File: src/pstc_pkg.sv
// Purpose: Shared constants and types of the pulse-synced timestamp clock
// Assumes: sys_clk at 125 MHz; all inputs synchronous to it
// Notes:   Fraction keeps 27 active bits; the five bits below read zero
package pstc_pkg;

   // Clock and timing
   localparam int unsigned CLK_PERIOD_NS = 8;
   localparam int unsigned SEC_NS        = 1000000000;
   localparam int unsigned CYC_PER_SEC   = SEC_NS / CLK_PERIOD_NS;
   // Pulse acceptance window around one second
   localparam int unsigned PULSE_TOL_NS  = 100000;
   localparam int unsigned TOL_CYC       = PULSE_TOL_NS / CLK_PERIOD_NS;
   localparam int unsigned INTV_W        = 29;

   // Timestamp layout
   localparam int unsigned SEC_W      = 32;
   localparam int unsigned FRAC_W     = 32;
   localparam int unsigned FRAC_ACT   = 27;
   localparam int unsigned FRAC_ZERO  = FRAC_W - FRAC_ACT;
   localparam int unsigned SUB_W      = 32;
   localparam int unsigned ACC_W      = FRAC_ACT + SUB_W;
   localparam int unsigned INC_W      = 34;
   // 2^59 / 125e6: accumulator step for one 8 ns tick
   localparam logic [33:0] INC_NOM    = 34'h1_12E0_BE82;
   localparam int unsigned TRIM_SHIFT = 2;

   // Health
   localparam int unsigned THR_W          = 20;
   localparam logic [19:0] THR_DEFAULT_NS = 20'h00254;
   // ns to 2^-27 s units: x * 8796 / 2^16
   localparam logic [13:0] NS_TO_FRAC     = 14'h225C;
   localparam int unsigned NS_FRAC_SHIFT  = 16;
   localparam logic [3:0]  HEALTH_SECS    = 4'hA;
   localparam logic [31:0] RESYNC_LIMIT_S = 32'h0000_0001;

   typedef enum logic [2:0] {
      IN_NONE                         = 3'b000,
      IN_SERIAL_PULSE_INPUT_SELECT    = 3'b001,
      IN_INTERNAL                     = 3'b010,
      IN_HOST                         = 3'b011,
      IN_AUX                          = 3'b100
   } pstc_in_sel_t;

   typedef enum logic [2:0] {
      OUT_NONE                = 3'b000,
      OUT_REPEAT_PULSE_OUTPUT = 3'b001,
      OUT_LOOP                = 3'b010,
      OUT_INTERNAL            = 3'b011,
      OUT_HOST                = 3'b100
   } pstc_out_sel_t;

   typedef struct packed {
      logic [31:0] sec;
      logic [31:0] frac;
   } pstc_ts_t;

   // One-cycle command strobes
   typedef struct packed {
      logic setTime;
      logic fullReset;
      logic useDefault;
      logic deselect;
      logic selectIn;
      logic selectOut;
      logic loadThreshold;
      logic clearStats;
      logic driverLoad;
   } pstc_cmd_t;

   typedef struct packed {
      logic [31:0] total;
      logic [31:0] bad;
      logic [31:0] failures;
      logic [31:0] resyncs;
      logic [26:0] worstPhase;
   } pstc_stats_t;

endpackage

File: src/pstc_pulse_qual.sv
// Purpose: Judge reference pulses by their spacing from the previous good one
// Assumes: Pulse input is synchronous to sys_clk
// Notes:   First edge after restart has no predecessor and is taken as good
`timescale 1ns/10ps
`default_nettype none
module pstc_pulse_qual #(
   parameter int unsigned CYC_PER_SEC = pstc_pkg::CYC_PER_SEC,
   parameter int unsigned TOL_CYC     = pstc_pkg::TOL_CYC
) (
   input  wire logic sys_clk,
   input  wire logic rst_n,
   input  wire logic restart,
   input  wire logic pulseIn,
   output logic      rise,
   output logic      good,
   output logic      bad
);
   localparam logic [28:0] LO = 29'(CYC_PER_SEC - TOL_CYC);
   localparam logic [28:0] HI = 29'(CYC_PER_SEC + TOL_CYC);

   logic        pulseDly;
   logic        armed;
   logic [28:0] interval;
   logic        inWindow;

   assign rise     = pulseIn & ~pulseDly;
   assign inWindow = (interval >= LO) && (interval <= HI);
   // A stray edge does not restart the interval, so noise cannot
   // shift the expected arrival of the true pulse
   assign good     = rise & (~armed | inWindow);
   assign bad      = rise & armed & ~inWindow;

   always_ff @(posedge sys_clk) begin
      if (!rst_n || restart) begin
         pulseDly <= 1'b0;
         armed    <= 1'b0;
         interval <= '0;
      end else begin
         pulseDly <= pulseIn;
         if (good) begin
            armed    <= 1'b1;
            interval <= 29'h0000001;
         end else if (interval != '1) begin
            interval <= interval + 29'h0000001;
         end
      end
   end
endmodule // pstc_pulse_qual
`default_nettype wire

File: src/pstc_clock.sv
// Purpose: Time-of-day clock for packet stamps, steered by a second pulse
// Assumes: Host supplies its seconds with a strobe once per second
// Notes:   Stamps are 32.32 fixed point; only 27 fraction bits move
// Operation
// - Load host time, then free-run on crystal
// - Accept second pulse on serial input
// - Per-second host compare; over one second reloads
// - Capture stamp at each packet arrival
// - Stamp is 64-bit seconds since 1970
// - High word seconds, low word binary fraction
// - Only 27 fraction bits active, rest zero
// - Input select: serial, internal, host, auxiliary
// - Output select: repeat, loop, internal, host, none; host stays silent
// - Default serial in, no out; deselect clears
// - Set loads host time, clears statistics
// - Full reset loads time, defaults selects, clears
// - Statistics zeroed on load, clear, set, reset
// - Health threshold programmable, default 596 ns
// - Ten seconds over threshold: sync lost, counted
// - Badly spaced pulses rejected, counted apart
// - Count resyncs when error exceeds one second
`timescale 1ns/10ps
`default_nettype none
module pstc_clock #(
   parameter int unsigned CYC_PER_SEC = pstc_pkg::CYC_PER_SEC,
   parameter int unsigned TOL_CYC     = pstc_pkg::TOL_CYC
) (
   input  wire logic                    sys_clk,
   input  wire logic                    rst_n,
   input  wire pstc_pkg::pstc_cmd_t     cmd,
   input  wire pstc_pkg::pstc_in_sel_t  inSelValue,
   input  wire pstc_pkg::pstc_out_sel_t outSelValue,
   input  wire logic [19:0]             thrNsValue,
   input  wire logic                    syncEnable,
   input  wire logic [31:0]             hostSec,
   input  wire logic                    hostSecTick,
   input  wire logic                    serialPulseIn,
   input  wire logic                    internalPulseIn,
   input  wire logic                    hostPulseIn,
   input  wire logic                    auxPulseIn,
   input  wire logic                    pktArrive,
   output pstc_pkg::pstc_ts_t           cardTime,
   output pstc_pkg::pstc_ts_t           pktStamp,
   output logic                         pktStampValid,
   output logic                         pulseOut,
   output pstc_pkg::pstc_in_sel_t       inSel,
   output pstc_pkg::pstc_out_sel_t      outSel,
   output logic [19:0]                  threshold,
   output logic                         synced,
   output logic                         acquiring,
   output logic signed [26:0]           phaseErr,
   output pstc_pkg::pstc_stats_t        stats
);
   // Time state
   logic [31:0] sec;
   logic [58:0] acc;
   logic [33:0] inc;
   logic [3:0]  overSecs;

   // Decode
   logic        selPulse;
   logic        pulseRise;
   logic        goodPulse;
   logic        badPulse;
   logic        restart;
   logic        hostMismatch;
   logic        reload;
   logic        statClear;
   logic [59:0] accSum;
   logic [26:0] frac27;
   logic signed [26:0] err;
   logic signed [26:0] errHalf;
   logic [26:0] errAbs;
   logic [33:0] thrProd;
   logic [26:0] thrFrac;
   logic        overThr;
   logic signed [31:0] hostDiff;
   logic [31:0] hostDiffAbs;
   logic [33:0] trimStep;
   logic        nextPulseOut;
   logic        secondTick;

   assign accSum = {1'b0, acc} + {26'h0, inc};
   assign frac27 = acc[58:32];
   assign secondTick = accSum[59];

   // Input mux; host and auxiliary lines pass through like serial and internal
   assign selPulse =
      (inSel == pstc_pkg::IN_SERIAL_PULSE_INPUT_SELECT) ? serialPulseIn :
      (inSel == pstc_pkg::IN_INTERNAL) ? internalPulseIn :
      (inSel == pstc_pkg::IN_HOST)     ? hostPulseIn :
      (inSel == pstc_pkg::IN_AUX)      ? auxPulseIn : 1'b0;

   // Card behind the pulse shows a fraction near one, i.e. negative
   assign err     = $signed(frac27);
   assign errHalf = err >>> 1;
   assign errAbs  = err[26] ? 27'(-err) : 27'(err);

   // Operands widened first so the product keeps all 34 bits
   assign thrProd = {14'h0000, threshold} * {20'h00000, pstc_pkg::NS_TO_FRAC};
   assign thrFrac = 27'(thrProd >> pstc_pkg::NS_FRAC_SHIFT);
   assign overThr = errAbs > thrFrac;

   assign hostDiff    = $signed(hostSec - sec);
   assign hostDiffAbs = hostDiff[31] ? 32'(-hostDiff) : 32'(hostDiff);
   assign hostMismatch = syncEnable & hostSecTick &
                         (hostDiffAbs > pstc_pkg::RESYNC_LIMIT_S);

   assign reload    = cmd.setTime | cmd.fullReset | hostMismatch;
   assign restart   = reload;
   assign statClear = cmd.driverLoad | cmd.clearStats |
                      cmd.setTime | cmd.fullReset;

   // Integral rate trim; gain below unity keeps the loop damped
   assign trimStep = 34'($signed(err)) <<< pstc_pkg::TRIM_SHIFT;

   pstc_pulse_qual #(
      .CYC_PER_SEC (CYC_PER_SEC),
      .TOL_CYC     (TOL_CYC)
   ) u_qual (
      .sys_clk (sys_clk),
      .rst_n   (rst_n),
      .restart (restart),
      .pulseIn (selPulse),
      .rise    (pulseRise),
      .good    (goodPulse),
      .bad     (badPulse)
   );

   // Time keeping
   always_ff @(posedge sys_clk) begin
      if (!rst_n) begin
         sec       <= '0;
         acc       <= '0;
         inc       <= pstc_pkg::INC_NOM;
         acquiring <= 1'b1;
      end else if (reload) begin
         sec       <= hostSec;
         acc       <= '0;
         acquiring <= 1'b1;
      end else if (goodPulse && acquiring) begin
         // Snap to the pulse edge; round the seconds to the near side
         acc       <= '0;
         sec       <= err[26] ? sec + 32'h1 : sec;
         acquiring <= 1'b0;
      end else if (goodPulse) begin
         acc <= {27'(frac27 - errHalf), acc[31:0]};
         inc <= inc - trimStep;
      end else begin
         acc <= accSum[58:0];
         sec <= secondTick ? sec + 32'h1 : sec;
      end
   end

   assign cardTime.sec  = sec;
   assign cardTime.frac = {frac27, 5'h00};

   // Packet stamp: seconds high, fraction low, one word
   always_ff @(posedge sys_clk) begin
      if (!rst_n) begin
         pktStamp      <= '0;
         pktStampValid <= 1'b0;
      end else begin
         pktStampValid <= pktArrive;
         if (pktArrive) begin
            pktStamp.sec  <= sec;
            pktStamp.frac <= {frac27, 5'h00};
         end
      end
   end

   // Selectors and threshold; lost on any logic reload
   always_ff @(posedge sys_clk) begin
      if (!rst_n) begin
         inSel     <= pstc_pkg::IN_SERIAL_PULSE_INPUT_SELECT;
         outSel    <= pstc_pkg::OUT_NONE;
         threshold <= pstc_pkg::THR_DEFAULT_NS;
      end else if (cmd.fullReset || cmd.useDefault) begin
         inSel  <= pstc_pkg::IN_SERIAL_PULSE_INPUT_SELECT;
         outSel <= pstc_pkg::OUT_NONE;
      end else if (cmd.deselect) begin
         inSel  <= pstc_pkg::IN_NONE;
         outSel <= pstc_pkg::OUT_NONE;
      end else begin
         if (cmd.selectIn)
            inSel <= inSelValue;
         if (cmd.selectOut)
            outSel <= outSelValue;
         if (cmd.loadThreshold)
            threshold <= thrNsValue;
      end
   end

   // Pulse output; host choice stays silent
   assign nextPulseOut =
      (outSel == pstc_pkg::OUT_REPEAT_PULSE_OUTPUT) ? serialPulseIn :
      (outSel == pstc_pkg::OUT_LOOP)     ? selPulse :
      (outSel == pstc_pkg::OUT_INTERNAL) ? secondTick : 1'b0;

   always_ff @(posedge sys_clk) begin
      if (!rst_n)
         pulseOut <= 1'b0;
      else
         pulseOut <= nextPulseOut;
   end

   // Phase error at the last good pulse and health judgement
   always_ff @(posedge sys_clk) begin
      if (!rst_n || reload) begin
         phaseErr <= '0;
         overSecs <= '0;
         synced   <= 1'b0;
      end else if (goodPulse && !acquiring) begin
         phaseErr <= err;
         if (!overThr) begin
            overSecs <= '0;
            synced   <= 1'b1;
         end else if (overSecs == pstc_pkg::HEALTH_SECS - 4'h1) begin
            synced   <= 1'b0;
            overSecs <= '0;
         end else begin
            overSecs <= overSecs + 4'h1;
         end
      end
   end

   // Statistics; an event in the clearing cycle is still counted
   logic lossEvent;
   assign lossEvent = goodPulse & ~acquiring & overThr & synced &
                      (overSecs == pstc_pkg::HEALTH_SECS - 4'h1);

   always_ff @(posedge sys_clk) begin
      if (!rst_n) begin
         stats <= '0;
      end else begin
         stats.total <= (statClear ? 32'h0 : stats.total) +
                        {31'h0, pulseRise};
         stats.bad <= (statClear ? 32'h0 : stats.bad) +
                      {31'h0, badPulse};
         stats.failures <= (statClear ? 32'h0 : stats.failures) +
                           {31'h0, lossEvent};
         stats.resyncs <= (statClear ? 32'h0 : stats.resyncs) +
                          {31'h0, hostMismatch};
         if (goodPulse && !acquiring &&
             (statClear || errAbs > stats.worstPhase))
            stats.worstPhase <= errAbs;
         else if (statClear)
            stats.worstPhase <= '0;
      end
   end
endmodule // pstc_clock
`default_nettype wire

File: config.mk
export PLATFORM = sky130hd
export DESIGN_NAME = pstc_clock
export DESIGN_NICKNAME = d
export VERILOG_FILES = /design/src/pstc_pkg.sv /design/src/pstc_pulse_qual.sv /design/src/pstc_clock.sv
export SDC_FILE = /design/constraint.sdc
export NUM_CORES = 2
export LEC_CHECK = 0
export BUFFER_PORTS_ARGS = -buffer_cell sky130_fd_sc_hd__buf_2
export CAP_MARGIN = 0
export CELL_PAD_IN_SITES_DETAIL_PLACEMENT = 1
export CELL_PAD_IN_SITES_GLOBAL_PLACEMENT = 2
export CORE_MARGIN = 10
export CORE_UTILIZATION = 35
export CTS_CLUSTER_SIZE = 8
export DETAILED_ROUTE_END_ITERATION = 8
export PLACE_DENSITY = 0.88
export RECOVER_POWER = 50
export SLEW_MARGIN = 20
export SYNTH_ARGS = -nofsm -noshare
export SYNTH_HDL_FRONTEND = slang
export SYNTH_SLANG_ARGS = --single-unit
File: constraint.sdc
create_clock -name sys_clk -period 8.24 [get_ports sys_clk]
set_input_delay 0.412 -clock sys_clk [delete_from_list [all_inputs] [get_ports sys_clk]]
set_output_delay 0.412 -clock sys_clk [all_outputs]
set_load 0.01 [all_outputs]
# After elaboration in Yosys (flattened, before gate mapping)
# Index checks and enable logic that the tools add are counted.
# word_totals
register_bits	431
input_bits	76
output_inout_bits	340
wordCells	132
# op_classes
mul	1
reduce_logical	22
n_addsub	13
n_lt_le_gt_ge	5
bitwise	25
n_mux	29
n_eq_ne	12
# op_table
op	count
2-to-1 mux 32 bit	10
adder 32 x 1 -> 32 bit	4
2-to-1 mux 27 bit	3
adder 59 x 34 -> 60 bit	1
2-to-1 mux 59 bit	1
subtractor 34 bit	1
adder 32 x 1 -> 32 bit (second input constant)	1
> comparator 32 x 1 -> 1 bit (second input constant)	1
multiplier 20 x 12 -> 32 bit (second input constant)	1
negator 32 bit	1
subtractor 32 bit	1
adder 29 x 1 -> 29 bit (second input constant)	1
greater-or-equal comparator 29 x 27 -> 1 bit (second input constant)	1
<= comparator 29 x 27 -> 1 bit (second input constant)	1
inequality test 29 bit (second input constant)	1
> comparator 27 x 18 -> 1 bit	1
> comparator 27 bit	1
negator 27 bit	1
subtractor 27 bit	1
2-to-1 mux 1 bit	13
equality test 3 x 2 -> 1 bit (second input constant)	4
bitwise AND 1 bit	10
inverter 1 bit	9
AND reduction 3 bit	3
17 further kinds	35

# Logic depth before layout (Yosys ltp)
# logic_depth
word_depth	12
depth_mapped	43

# Hierarchy
# Synthesis repeated with hierarchy kept, for this count alone.
# unflattened
hier_cells	3836
area_unflattened_um2	31317.5
# modules_own_cells
mod	cells_per_inst	seq_area_each_um2	area_per_inst_um2	instances
pstc_clock	3629	7947.6	29597.1	1
pstc_pulse_qual	207	620.6	1720.4	1

# Worst setup path after synthesis
# Ideal clock, no wire load.
# synth_path
path_type	register to register
start	register threshold[9]
end	register stats[87] (netlist bit)
synth_period_minus_slack_ps	7610
n_path_buf	2
arrival_time_ps	7482
t_required_ps	8112
slack_ps	630
setup_ps	128
path_stages_with_launch	39
cell_sequence	dfxtp_1 -> ha_1 -> fa_1 -> fa_1 -> inv_1 -> fa_1 -> inv_1 -> ha_1 -> a21o_1 -> a21oi_1 -> a21boi_0 -> nor2_1 -> o211ai_1 -> a31oi_1 -> nor2b_1 -> o21ai_0 -> nand2b_1 -> a21oi_1 -> [3 not listed] -> o21ai_0 -> nand2b_1 -> a21oi_1 -> inv_1 -> o41ai_1 -> nand3b_1 -> and2_1 -> nor3b_1 -> ha_1 -> ha_1 -> buf_1 -> nand3_1 -> or2_2 -> clkbuf_1 -> nor3_1 -> nand4_1 -> xor2_1 -> nor2_1
# synth_between
elab_chain_len	6
# synth_rtl
item	line	source
from (decl)	pstc_clock.sv:48	output logic [19:0] threshold,
from (signal assigned)	pstc_clock.sv:177	threshold <= pstc_pkg::THR_DEFAULT_NS;
from (signal assigned)	pstc_clock.sv:190	threshold <= thrNsValue;
multiplier 20 x 12 -> 32 bit	pstc_clock.sv:100	assign thrProd = {14'h0000, threshold} * {20'h00000, pstc_pkg::NS_TO_FRAC};
> comparator 27 x 18 -> 1 bit	pstc_clock.sv:102	assign overThr = errAbs > thrFrac;
bitwise AND 1 bit (3 in a row)	pstc_clock.sv:229	assign lossEvent = goodPulse & ~acquiring & overThr & synced &
adder 32 x 1 -> 32 bit	pstc_clock.sv:240	stats.failures <= (statClear ? 32'h0 : stats.failures) +
to (decl)	pstc_clock.sv:52	output pstc_pkg::pstc_stats_t stats
# Every way passes these cells.
# A chain may end at the register's enable or synchronous reset.

# Worst setup path in the final report
# layout_path
start	register threshold[4]
end	register stats[87] (netlist bit)
# The elaborated chain is that of the path after synthesis.

==> results.md <==
| Parameter | Value |
|:---|:---|
| HPWL reported at the end of detailed placement | 86900 um |
| Non-Filler Cell Area, Final | 35400 um2 |
| Placement-stage cell area | 33900 um2 |
| Largest buffer count on any clock path | 3 |
| Average instance area after synthesis | 8.12 um2 |
| Via count of the first global-routing pass | 29400 |
| Comb pwr share | 20.4% |
| Internal power | 3.88 mW |
| Ys Warns | 0 |
| Setup total negative slack | 0 ps |
| Final hold slack | 37.3 ps |
| Xor and xnor fraction of the mapped netlist area | 8.80% |
| Starting density of the core | 35.4% |
| Async S/R FF share, synth | 0% |
| Max Fanout on Critical Path | 4 |
| Min-Delay Path Class | in -> reg |
| Worst rel slew slack | -152% |
| Number of distinct library cells after synthesis | 88 |
| Number of antenna violations at the first check in global routing | 3 |
| Yosys top cell by area | sky130_fd_sc_hd__dfxtp_1 |
| Number of buffers added on ports | 405 |
| Setup Viol. Count Final | 0 |
| Layout area overhead | 15.2% |
| DRC | 0 |
| Global-route wire length before repair | 172000 um |
| Post-synthesis cell area | 30700 um2 |
| Final-stage net count | 4616 |
| Num ports | 416 |
| Seq/Total Area, Yosys | 27.9% |
| Part of the power in the clock network | 41.6% |
| Routed Antenna Nets | 0 |
| Worst clock skew on the final layout | 41.1 ps |
| Critical path buffers and inverters | 6 |
| Final weighted congestion of routability-driven global placement | 0.917 |
| Synth Area in Compound Gates | 15.3% |
| Crit-path slowest cell | sky130_fd_sc_hd__fa_1 |
| Setup slack at placement | -248 ps |
| Tmin final | 7620 ps |
| Cell row count | 108 |
| Power consumption | 5.64 mW |
| X dimension of the die | 316 um |
| Total wire length | 111000 um |
| Proportion of layout cells with a drive suffix above 1 | 6.91% |
| Worst skew pair latency | 660 ps |
| Switching Power | 1.76 mW |
| Area contributors post-synth | sky130_fd_sc_hd__dfxtp_1, sky130_fd_sc_hd__ha_1, sky130_fd_sc_hd__nor2_1 |
| Top library cells by usage in the layout, fill and taps aside | sky130_fd_sc_hd__nor2_1, sky130_fd_sc_hd__dfxtp_1, sky130_fd_sc_hd__nand2_1, sky130_fd_sc_hd__ha_1, sky130_fd_sc_hd__clkbuf_1 |
| CTS tree | done |
| Status | finished, violations left |
| Number of CTS-inserted buffers | 61 |
| IR drop worst, VDD | 180 uV |
| CTS Root Buffer Type | sky130_fd_sc_hd__clkbuf_16 |
| Required time of the worst setup path | 8760 ps |
| Share of power burned in registers | 38.0% |
| Die Footprint | 100000 um2 |
| Max-cap check violation count | 3 |
| Clock sink total | 428 |
| Fraction of power spent switching nets | 31.2% |
| Power per Cell Area | 159 nW/um2 |
| Maximum cell stage delay along the critical path | 540 ps |
| Category of the worst setup path capture point | register |
| Violations in the final reports | max-capacitance violations, max-slew violations |
| Post-synth top area share | 27.9% |
| Slew at the pin closest to its max-slew limit | 3750 ps |
| Global-route total usage across every layer | 21.3% |
| Main combinational cell family by area after synthesis | simple AND/OR/NAND/NOR gates |
| Global route total overflow | 0 |
| Simple-gate share of the synthesized area | 21.1% |
| Share of synthesized cell area in full adder, half adder and majority cells | 17.3% |
| Number of failing hold endpoints at the final stage | 0 |
| Post-synthesis mux area share | 3.56% |
| Commonest register cell after synthesis | sky130_fd_sc_hd__dfxtp_1 |
| Clock-pin slew on the worst setup and hold paths | 50 ps |
| Final slew viol count | 149 |
| Commonest non-fill, non-tap cell in the layout | sky130_fd_sc_hd__nor2_1 |
| Crit path max-delay family | adder cells |
| Count of state elements after synthesis | 428 |
| Launching element type of the critical path | register |
| Maximum level of the CTS H-tree | 2 |
| Arrival time worst endpoint | 8130 ps |
| Total number of vias | 28700 |
| Number of iterations in the first detailed-routing pass | 5 |
| Violation count after the first detailed-routing iteration | 1461 |
| Worst path most repeated cell | sky130_fd_sc_hd__inv_1 |
| Crit Path Category | reg -> reg |
| Floorplan core area | 86900 um2 |
| Leak pwr | 14.6 nW |
| Number of flops mapped to enable cells by yosys | 0 |
| Worst setup slack after layout | 625 ps |
| Maximum number of pins on one net before global-route repair | 99 |
| Via-to-Cell Ratio | 5.38 |
| Average wire length per cell after detail routing | 20.9 um |
| Synthesized netlist cell count | 3785 |
| Highest clock rate | 0.131 GHz |
| Ratio of final minimum period to clock period | 92.4% |
| Height of the die | 316 um |
==> cells in the mapped netlist (54+ instances only) <==
cell type,count
sky130_fd_sc_hd__clkbuf_1,111
sky130_fd_sc_hd__nand2_1,324
sky130_fd_sc_hd__a21o_1,54
sky130_fd_sc_hd__dfxtp_1,428
sky130_fd_sc_hd__nand3_1,134
sky130_fd_sc_hd__nor2_1,505
sky130_fd_sc_hd__xor2_1,138
sky130_fd_sc_hd__inv_1,276
sky130_fd_sc_hd__o21ai_0,108
sky130_fd_sc_hd__ha_1,319
sky130_fd_sc_hd__mux2i_1,107
sky130_fd_sc_hd__nand4_1,78
sky130_fd_sc_hd__xnor2_1,171
sky130_fd_sc_hd__nor3_1,54
sky130_fd_sc_hd__a21oi_1,231
sky130_fd_sc_hd__fa_1,67
==> routing by layer <==
| metal | global-route usage, % | vias to the layer above | share of wire (%) |
|---|---|---|---|
| met3 | 4.10 | 117 | 5.5 |
| met2 | 36.5 | 598 | 47 |
| met4 | 4.06 | 6 | 1.9 |
| met5 | 0 | - | 0.041 |
| li1 | - | 13800 | - |
| met1 | 27.5 | 14200 | 45 |
==> flip-flops by register name, summed over array words and instances, names as in the netlist, 3 cells and up <==
register,count
inc,32
stats,155
acc,58
pktStamp,59
threshold,20
u_qual.interval,29
overSecs,4
inSel,3
sec,32
outSel,3
phaseErr,27
==> worst paths after layout <==
path                      from  slack [ps]  cells after the start            to
hold reg to reg   phaseErr[16]         450                      2  phaseErr[16]
setup / recovery  threshold[4]         620                     40     stats[87]
setup reg to reg  threshold[4]         620                     40     stats[87]
hold / removal     hostSec[23]          40                      3       sec[23]
==> through the flow <==
step	utilization, %	std cells
3_3_place_gp	39.0	5227
4_1_cts	41.1	5318
5_1_grt	40.7	5322
2_1_floorplan	-	3794
6_report	40.7	5325
3_5_place_dp	39.0	5227
==> cells by family (layout without fill, tap and decap cells) <==
logic type | Yosys count | after routing
buf+inv | 451 | 824
xor+xnor | 309 | 309
simple gates | 1382 | 1382
other cells | 1 | 13
mux | 109 | 109
fa+ha+maj | 386 | 386
compound gates | 719 | 719
flops | 428 | 428
==> area by class of cell <==
cell class,instances,area (um2)
inverter,276,1040
fill,10800,51500
timing repair buffer,472,2160
multi-input combinational,2915,20500
sequential,428,8570
antenna,3,7.51
clock inverter,5,100
tap,1155,1450
clock buffer,71,1600
==> power by group through the flow <==
| stage | Clock (mW) | Combinational [mW] | Sequential [mW] |
|---|---|---|---|
| after floorplan | 0 | 0.797 | 2.18 |
| after global placement | 0 | 1.11 | 2.18 |
| after detailed placement | 0 | 1.14 | 2.18 |
| after CTS | 2.41 | 1.15 | 2.14 |
| after global routing | 2.49 | 1.29 | 2.14 |
| final | 2.34 | 1.15 | 2.14 |
==> repair_timing <==
action	CTS	global route
pin swaps	0	8
endpoints found under the hold margin	15	0
resized for setup	3	17
setup endpoints to repair	4	30
setup buffers	0	4
hold buffers	15	0
==> worst min-delay path, cell delays in order <==
cell                      delay [ps]
sky130_fd_sc_hd__buf_2           100
sky130_fd_sc_hd__mux2i_1          60
sky130_fd_sc_hd__nor2_1           70
No activity file was read; power rests on OpenSTA's default activity.
